--- src/phy_test_pkg.sv ---
/*
 * Constants for the per-port transceiver test and override register bank:
 * register offsets, bit positions and reset value.
 * Assumes an 8-bit switch register space with byte-wide registers.
 */
package phy_test_pkg;

    localparam int          NUM_PORTS   = 5;
    localparam int          ADDR_W      = 8;
    localparam int          DATA_W      = 8;

    // one test-control register per port, first port through fifth
    localparam logic [7:0]  PORT1_PHY_TEST_CONTROL = 8'h1f;
    localparam logic [7:0]  PORT2_PHY_TEST_CONTROL = 8'h2f;
    localparam logic [7:0]  PORT3_PHY_TEST_CONTROL = 8'h3f;
    localparam logic [7:0]  PORT4_PHY_TEST_CONTROL = 8'h4f;
    localparam logic [7:0]  PORT5_PHY_TEST_CONTROL = 8'h5f;
    localparam logic [7:0]  TEST_CTRL_ADDR [NUM_PORTS] = '{
        PORT1_PHY_TEST_CONTROL, PORT2_PHY_TEST_CONTROL, PORT3_PHY_TEST_CONTROL,
        PORT4_PHY_TEST_CONTROL, PORT5_PHY_TEST_CONTROL};

    // field positions
    localparam int          BIT_NEAR_SIDE_ECHO   = 7;
    localparam int          BIT_REMOTE_ECHO      = 6;
    localparam int          BIT_XCVR_ISOLATION   = 5;
    localparam int          BIT_SOFT_RESET       = 4;
    localparam int          BIT_FORCE_LINK       = 3;
    localparam int          BIT_RSVD_HI          = 2;
    localparam int          BIT_RSVD_LO          = 1;
    localparam int          BIT_FAR_FAULT        = 0;

    localparam logic [7:0]  TEST_CTRL_RESET = 8'h00;
    localparam logic [7:0]  UNMAPPED_READ   = 8'h00;
    localparam logic [1:0]  RSVD_VALUE      = 2'h0;

endpackage

--- src/port_test_cell.sv ---
/*
 * One port's test-control register: writable control bits, self-clearing
 * soft reset and the far-end-fault status flag.
 * Assumes a one-cycle write strobe from the decoder and a one-cycle
 * reset-done pulse from the port's transceiver.
 */
`timescale 1ns/1ps

module port_test_cell
    import phy_test_pkg::*;
#(
    parameter bit SELF_CLEAR = 1'b1                // soft reset clears itself when done
)(
    input  wire logic              i_clk,          // core clock
    input  wire logic              i_rst,          // synchronous reset, high
    input  wire logic              i_wr,           // write strobe for this register
    input  wire logic [DATA_W-1:0] i_wdata,        // write data
    input  wire logic              i_reset_done,   // transceiver finished soft reset
    input  wire logic              i_far_fault,    // far end fault seen on the line
    input  wire logic              i_fault_off,    // fault detection disabled
    output logic                   o_near_echo,    // mac tx looped to rx
    output logic                   o_remote_echo,  // line rx looped to tx
    output logic                   o_isolate,      // transceiver isolation
    output logic                   o_soft_reset,   // transceiver soft reset
    output logic                   o_force_link,   // link forced up
    output logic                   o_fault,        // far end fault flag
    output logic                   o_fault_tx_en,  // fault detect and pattern enable
    output logic [DATA_W-1:0]      o_value         // register read value
);

    logic next_soft_reset;
    logic next_fault;

    // a write of one wins over the completion clear in the same cycle
    assign next_soft_reset = i_wr ? i_wdata[BIT_SOFT_RESET]
                           : ((SELF_CLEAR && i_reset_done) ? 1'b0 : o_soft_reset);
    assign next_fault      = i_far_fault & ~i_fault_off;

    always_ff @(posedge i_clk)
    begin
        if (i_rst)
        begin
            o_near_echo   <= 1'b0;
            o_remote_echo <= 1'b0;
            o_isolate     <= 1'b0;
            o_soft_reset  <= 1'b0;
            o_force_link  <= 1'b0;
        end
        else if (i_wr)
        begin
            o_near_echo   <= i_wdata[BIT_NEAR_SIDE_ECHO];
            o_remote_echo <= i_wdata[BIT_REMOTE_ECHO];
            o_isolate     <= i_wdata[BIT_XCVR_ISOLATION];
            o_force_link  <= i_wdata[BIT_FORCE_LINK];
            o_soft_reset  <= next_soft_reset;
        end
        else
        begin
            o_soft_reset  <= next_soft_reset;
        end
    end

    always_ff @(posedge i_clk)
    begin
        if (i_rst)
        begin
            o_fault       <= 1'b0;
            o_fault_tx_en <= 1'b1;
        end
        else
        begin
            o_fault       <= next_fault;
            o_fault_tx_en <= ~i_fault_off;
        end
    end

    // status bit and reserved bits come from hardware only, never from a write
    assign o_value = {o_near_echo, o_remote_echo, o_isolate, o_soft_reset,
                      o_force_link, RSVD_VALUE, o_fault};
endmodule // port_test_cell

--- src/port_phy_test_control.sv ---
/*
 * Register bank holding one transceiver test-control register per switch
 * port, reached through the switch's byte-wide register interface.
 * Assumes the serial management front end supplies address, one-cycle
 * write and read strobes, and takes read data one cycle after the strobe.
 */
`timescale 1ns/1ps

module port_phy_test_control
    import phy_test_pkg::*;
#(
    parameter bit SELF_CLEAR = 1'b1                     // later revisions self-clear
)(
    input  wire logic                 I_CLK_SYS,        // core clock, 100 MHz
    input  wire logic                 I_RST,            // synchronous reset, high
    input  wire logic [ADDR_W-1:0]    I_REG_ADDR,       // register address
    input  wire logic                 I_REG_WR,         // write strobe
    input  wire logic [DATA_W-1:0]    I_REG_WDATA,      // write data
    input  wire logic                 I_REG_RD,         // read strobe
    input  wire logic [NUM_PORTS-1:0] I_RESET_DONE,     // soft reset finished, per port
    input  wire logic [NUM_PORTS-1:0] I_FAR_FAULT,      // far end fault detected, per port
    input  wire logic [NUM_PORTS-1:0] I_FAULT_OFF,      // fault detection disabled, per port
    output logic [NUM_PORTS-1:0]      O_NEAR_SIDE_ECHO, // mac tx to rx loopback
    output logic [NUM_PORTS-1:0]      O_REMOTE_ECHO,    // line rx to tx loopback
    output logic [NUM_PORTS-1:0]      O_ISOLATION,      // transceiver isolation
    output logic [NUM_PORTS-1:0]      O_SOFT_RESET,     // transceiver soft reset
    output logic [NUM_PORTS-1:0]      O_FORCE_LINK,     // link forced up
    output logic [NUM_PORTS-1:0]      O_FAULT_TX_EN,    // fault detect and pattern enable
    output logic [DATA_W-1:0]         O_REG_RDATA,      // read data
    output logic                      O_REG_RVALID      // read data valid pulse
);

    logic [NUM_PORTS-1:0] port_sel;
    logic [NUM_PORTS-1:0] port_wr;
    logic [NUM_PORTS-1:0] fault_flag;
    logic [DATA_W-1:0]    port_value [NUM_PORTS];
    logic [DATA_W-1:0]    next_rdata;

    genvar p;
    generate
        for (p = 0; p < NUM_PORTS; p++)
        begin : g_port
            assign port_sel[p] = (I_REG_ADDR == TEST_CTRL_ADDR[p]);
            assign port_wr[p]  = I_REG_WR & port_sel[p];

            port_test_cell #(
                .SELF_CLEAR (SELF_CLEAR)
            ) u_cell (
                .i_clk         (I_CLK_SYS),
                .i_rst         (I_RST),
                .i_wr          (port_wr[p]),
                .i_wdata       (I_REG_WDATA),
                .i_reset_done  (I_RESET_DONE[p]),
                .i_far_fault   (I_FAR_FAULT[p]),
                .i_fault_off   (I_FAULT_OFF[p]),
                .o_near_echo   (O_NEAR_SIDE_ECHO[p]),
                .o_remote_echo (O_REMOTE_ECHO[p]),
                .o_isolate     (O_ISOLATION[p]),
                .o_soft_reset  (O_SOFT_RESET[p]),
                .o_force_link  (O_FORCE_LINK[p]),
                .o_fault       (fault_flag[p]),
                .o_fault_tx_en (O_FAULT_TX_EN[p]),
                .o_value       (port_value[p])
            );
        end
    endgenerate

    // unmapped addresses read as zero
    always_comb
    begin
        next_rdata = UNMAPPED_READ;
        for (int i = 0; i < NUM_PORTS; i++)
        begin
            if (port_sel[i])
            begin
                next_rdata = port_value[i];
            end
        end
    end

    always_ff @(posedge I_CLK_SYS)
    begin
        if (I_RST)
        begin
            O_REG_RDATA  <= TEST_CTRL_RESET;
            O_REG_RVALID <= 1'b0;
        end
        else
        begin
            O_REG_RDATA  <= I_REG_RD ? next_rdata : O_REG_RDATA;
            O_REG_RVALID <= I_REG_RD;
        end
    end
endmodule // port_phy_test_control

--- config.mk ---
export PLATFORM = sky130hd
export DESIGN_NAME = port_phy_test_control
export DESIGN_NICKNAME = d
export VERILOG_FILES = /design/src/phy_test_pkg.sv /design/src/port_test_cell.sv /design/src/port_phy_test_control.sv
export SDC_FILE = /design/constraint.sdc
export NUM_CORES = 1
export LEC_CHECK = 0
export ABC_AREA = 1
export BUFFER_PORTS_ARGS = -buffer_cell sky130_fd_sc_hd__buf_2
export CAP_MARGIN = 20
export CORE_MARGIN = 3
export CORE_UTILIZATION = 49
export CTS_CLUSTER_DIAMETER = 30
export CTS_CLUSTER_SIZE = 24
export DETAILED_ROUTE_END_ITERATION = 10
export MAX_ROUTING_LAYER = met4
export PLACE_DENSITY = 0.79
export SKIP_LAST_GASP = 1
export SYNTH_ARGS = -nofsm -noshare
export SYNTH_HDL_FRONTEND = slang
export SYNTH_SLANG_ARGS = --single-unit
--- constraint.sdc ---
create_clock -name I_CLK_SYS -period 1.5 [get_ports I_CLK_SYS]
set_clock_uncertainty 0.15 [all_clocks]
set_input_delay 0.15 -clock I_CLK_SYS [delete_from_list [all_inputs] [get_ports I_CLK_SYS]]
set_output_delay 0.15 -clock I_CLK_SYS [all_outputs]
set_load 0.01 [all_outputs]
Word-level counts from Yosys, hierarchy flattened
Index checks and enable logic that the tools add are counted.
{"block": "word_totals", "register_bits": 44, "input_bits": 35}
{"block": "classes", "eq_ne": 5, "mux": 15, "n_bitwise": 15, "n_reduce_logical": 5}
{"cell": "$mux 8", "count": 5}
{"cell": "$eq 8x6->1 const B", "count": 2}
{"cell": "$eq 8x7->1 const B", "count": 2}
{"cell": "$and 1x1->1", "count": 10}
{"cell": "$mux 1", "count": 10}
{"cell": "$reduce_bool 2->1", "count": 5}
{"cell": "$eq 8x5->1 const B", "count": 1}
{"cell": "$not 1->1", "count": 5}

Logic depth before layout (Yosys ltp)
{"block": "depth", "depth_word": 6, "mapped_depth": 8, "ltp_nobuf": 8}

Modules after synthesis
Synthesis repeated with hierarchy kept, for this count alone.
{"block": "hier_totals", "cells_unflattened": 330, "hier_area_um2": 2353.5}
{"module": "port_test_cell", "n_inst": 5, "cells_per_inst": 38, "area_each_um2": 296.5, "seq_area_each_um2": 140.1}
{"module": "port_phy_test_control", "n_inst": 1, "cells_per_inst": 140, "area_each_um2": 870.8, "seq_area_each_um2": 180.2}

Worst setup path after synthesis
No wires, ideal clock.
{"block": "synth_path", "path_kind": "input-to-reg", "start": "input I_REG_ADDR[7]", "end": "register g_port[3].u_cell.o_soft_reset", "t_arrival_ps": 885, "required_time_ps": 1218, "setup_slack_ps": 332, "path_stages": 8, "n_path_buf": 0, "path_cell_list": "inv_2 -> nand2_1 -> nor2_4 -> nand2_2 -> nor2_4 -> inv_1 -> nand3b_1 -> a21oi_1"}
{"block": "synth_via", "elab_chain_len": 3, "elab_cells_between_ends": 4, "cone_classes": "1 x eq/ne; 1 x mux; 1 x bitwise; 1 x reduce/logical"}
{"element": "from (decl)", "line_no": "port_phy_test_control.sv:16", "source": "input wire logic [ADDR_W-1:0] I_REG_ADDR,"}
{"element": "$eq 8x7->1 *", "line_no": "port_phy_test_control.sv:43", "source": "assign port_sel[p] = (I_REG_ADDR == TEST_CTRL_ADDR[p]);"}
{"element": "$and 1x1->1 *", "line_no": "port_phy_test_control.sv:44", "source": "assign port_wr[p] = I_REG_WR & port_sel[p];"}
{"element": "$mux 1 or $reduce_bool 2->1 (tied branches)"}
{"element": "to (signal assigned)", "line_no": "port_test_cell.sv:55", "source": "o_soft_reset <= next_soft_reset;"}
{"element": "to (signal assigned)", "line_no": "port_test_cell.sv:59", "source": "o_soft_reset <= next_soft_reset;"}
{"element": "to (decl)", "line_no": "port_test_cell.sv:24", "source": "output logic o_soft_reset,"}
Mark *: on every way between the ends. The rest lies on a longest branch, timed or not.
A chain may end at the register's enable or synchronous reset.

Final worst setup path
{"block": "layout_path", "start": "input I_FAULT_OFF[1]", "end": "register g_port[1].u_cell.o_fault"}
{"block": "layout_via", "elab_chain_len": 2}
{"element": "from (decl)", "line_no": "port_phy_test_control.sv:22", "source": "input wire logic [NUM_PORTS-1:0] I_FAULT_OFF,"}
{"element": "$not 1->1", "line_no": "port_test_cell.sv:37", "source": "assign next_fault = i_far_fault & ~i_fault_off;"}
{"element": "$and 1x1->1", "line_no": "port_test_cell.sv:37"}
{"element": "to (signal assigned)", "line_no": "port_test_cell.sv:72", "source": "o_fault <= next_fault;"}
{"element": "to (decl)", "line_no": "port_test_cell.sv:26", "source": "output logic o_fault,"}
Every way passes these cells.

==> run_results.csv <==
group,metric,value,unit
route,drt_wl_total,5.10,mm
route,drt-initial-drc-count,167,
grt,grt_pass1_wl,8.03,mm
route,wire_per_inst,13.4,um
grt,antenna_found_initial,0,
route,dr_total_vias,1922,
floorplanning,core,4030,sq um
floorplanning,die_w,71.0,um
sta,period_needed,1.47,ns
synthesis,yosys-top-cells-area,"dfxtp_1 41%, buf_4 13%, nand3_1 8.5%, a21oi_1 6.5%, o21ai_0 5.6%",
finish,seq_area,841,sq um
clock_network,cts_buffer_depth,2,
floorplanning,rows,23,
sta,rsz0062_at_grt,"true",
finish,drive_above_1_share,31.1,%
placed_design,dpl_cell_area,2280,sq um
worst_setup_path,cp.arrival,1.56,ns
run_status,status,"finished clean",
clock_network,numCtsBuffers,5,
placed_design,hpwl,3.53,mm
sta,maxSlewViolCount,0,
synthesis,yosys-top-cells-count,"42 x dfxtp_1, 35 x buf_4, 35 x nand3_1, 30 x nand2_1",
synthesis,ys_seq_area_share,40.6,%
grt,track_usage,20.5,%
finish,final_util,65.7,%
route,viasPerCell,5.04,
synthesis,yosys.cell_types.count,23,
clock_network,clock-root-buffer,"clkbuf_8",
grt,grt_max_degree,22,
finish,multi_input_area,861,sq um
finish,antenna_cells,0,
clock_network,cts.sinks,42,
synthesis,synth.most_common_cell,"dfxtp_1",
floorplanning,io_pins,74,
sta,setup_viol,0,
synthesis,syn-cell-area,2070,sq um
sta,holdWs,0.0120,ns
route,drc,0,
route,first_pass_iters,4,
synthesis,ys_ff_latch,42,
synthesis,syn_avg_cell_area,7.85,sq um
sta,clock.fmax,681,MHz
clock_network,htree_levels,2,
sta,setup_tns,0,ns
clock_network,clk_latency,0.29,ns
finish,final_nets,365,
floorplanning,start_util,51.4,%
synthesis,synth-edff-count,0,
sta,period_share,97.8,%
floorplanning,die-area,5040,sq um
finish,fillers,334,
hold_path,hp-class,"in2reg",
worst_setup_path,crit_fanout,2,
worst_setup_path,critPathRequiredTime,1.59,ns
route,ant_nets,0,
power_and_ir_drop,powerDensity,928,nW/um^2
job,cap_violations,0,
synthesis,async_flop_share,0,%
synthesis,synth_ff_type,"dfxtp_1",
synthesis,syn_inst,264,
worst_setup_path,endpoint_kind,"flop",
finish,layoutNonFillerInstCount,381,
finish,fin_area,2650,sq um
sta,final_hold_viol_count,0,
power_and_ir_drop,p_leak,1.25,nW
finish,syn_to_final_growth,27.8,%
placed_design,portBuffers,68,
synthesis,yosys.area.top_type_share,40.6,%
synthesis,synth_area_leader_cell,"dfxtp_1",
worst_setup_path,critPathKind,"in2reg",
worst_setup_path,cp-start-kind,"input port",
clock_network,clk_pin_slew,0.08,ns
clock_network,cts_tree,"yes",
synthesis,yosysWarnings,0,
grt,grt_overflow_total,0,
placed_design,routabilityCongestion,0.883,
floorplanning,fp.dieH,71.0,um
power_and_ir_drop,ir_drop,0.000610,V
placed_design,dpl.cell_count,352,
grt,grt_pass1_vias,1803,
[where the power goes]
part | internal [mW] | leakage, nW | switching (mW)
clock network | 0.710 | 0.0714 | 0.387
registers | 1.13 | 0.341 | 0.00437
logic | 0.110 | 0.839 | 0.117
total | 1.95 | 1.25 | 0.508
[layer usage]
layer / global-route usage (%) / wire, um
met5: - / 0
met3: 5.11 / 346
met1: 24.6 / 2130
met4: 8.35 / 123
met2: 32.9 / 2500
[stage by stage]
stage               power, mW  setup slack, ns
finish                   2.46           0.0325
detailed placement       1.34           0.0658
global placement         1.34           0.0920
floorplan                1.27            0.332
global route             2.54          -0.0468
CTS                      2.47           0.0531
[worst paths after layout]
path / from / to / slack [ns] / cells after the start
setup / recovery: I_FAULT_OFF[1] / g_port[1].u_cell.o_fault / 0.03 / 4
hold / removal: I_REG_WDATA[7] / g_port[2].u_cell.o_near_echo / 0.01 / 3
setup reg to reg: g_port[4].u_cell.o_force_link / O_REG_RDATA[3] / 0.46 / 5
hold reg to reg: g_port[0].u_cell.o_remote_echo / g_port[0].u_cell.o_remote_echo / 0.32 / 2
[repair_timing]
action | in CTS | in global routing
buffers inserted | 0 | 0
endpoints found under the hold margin | 19 | 0
hold buffers | 21 | 0
resized for setup | 0 | 2
endpoints found under the setup margin | 0 | 2
[layout by cell type (no fill, tap or decap), types with 3 or more instances in the layout]
master / n
nand2_1: 30
nand3_2: 3
dlygate4sd3_1: 21
nor3b_1: 3
buf_4: 6
dfxtp_1: 42
nor2_1: 5
nand2_2: 5
nor2_4: 7
o21bai_1: 6
o21ai_0: 23
a21oi_1: 27
nand3_1: 35
inv_1: 27
o21ai_1: 3
buf_2: 68
clkbuf_8: 6
[layout make-up]
type | count | share of cell area (%)
repair buffers | 97 | 24.0
flip-flops and latches | 42 | 31.8
well taps | 50 | 2.36
multi-input cells | 156 | 32.5
clock inverters | 2 | 2.27
inverters | 28 | 3.97
clock buffers | 6 | 3.12
[registers in the layout, indices dropped and copies added (netlist names)]
name and count:
O_REG_RDATA 6, g_port.u_cell.o_near_echo 5, g_port.u_cell.o_soft_reset 5, g_port.u_cell.o_force_link 5
g_port.u_cell.o_fault 5, g_port.u_cell.o_remote_echo 5, O_REG_RVALID 1, g_port.u_cell.o_fault_tx_en 5
g_port.u_cell.o_isolate 5
[critical path, stage by stage]
cell           delay [ns]
dlygate4sd3_1        0.54
buf_2                0.14
nor3b_2              0.17
dlygate4sd3_1        0.56
[logic make-up after synthesis]
| family | share of synthesized area [%] |
|---|---|
| AO/OA/AOI/OAI | 15.6 |
| buffers and inverters | 18.5 |
| flip-flops | 40.6 |
| other | 0.181 |
| AND/OR/NAND/NOR | 25.1 |
(Power assumes the default switching activity.)
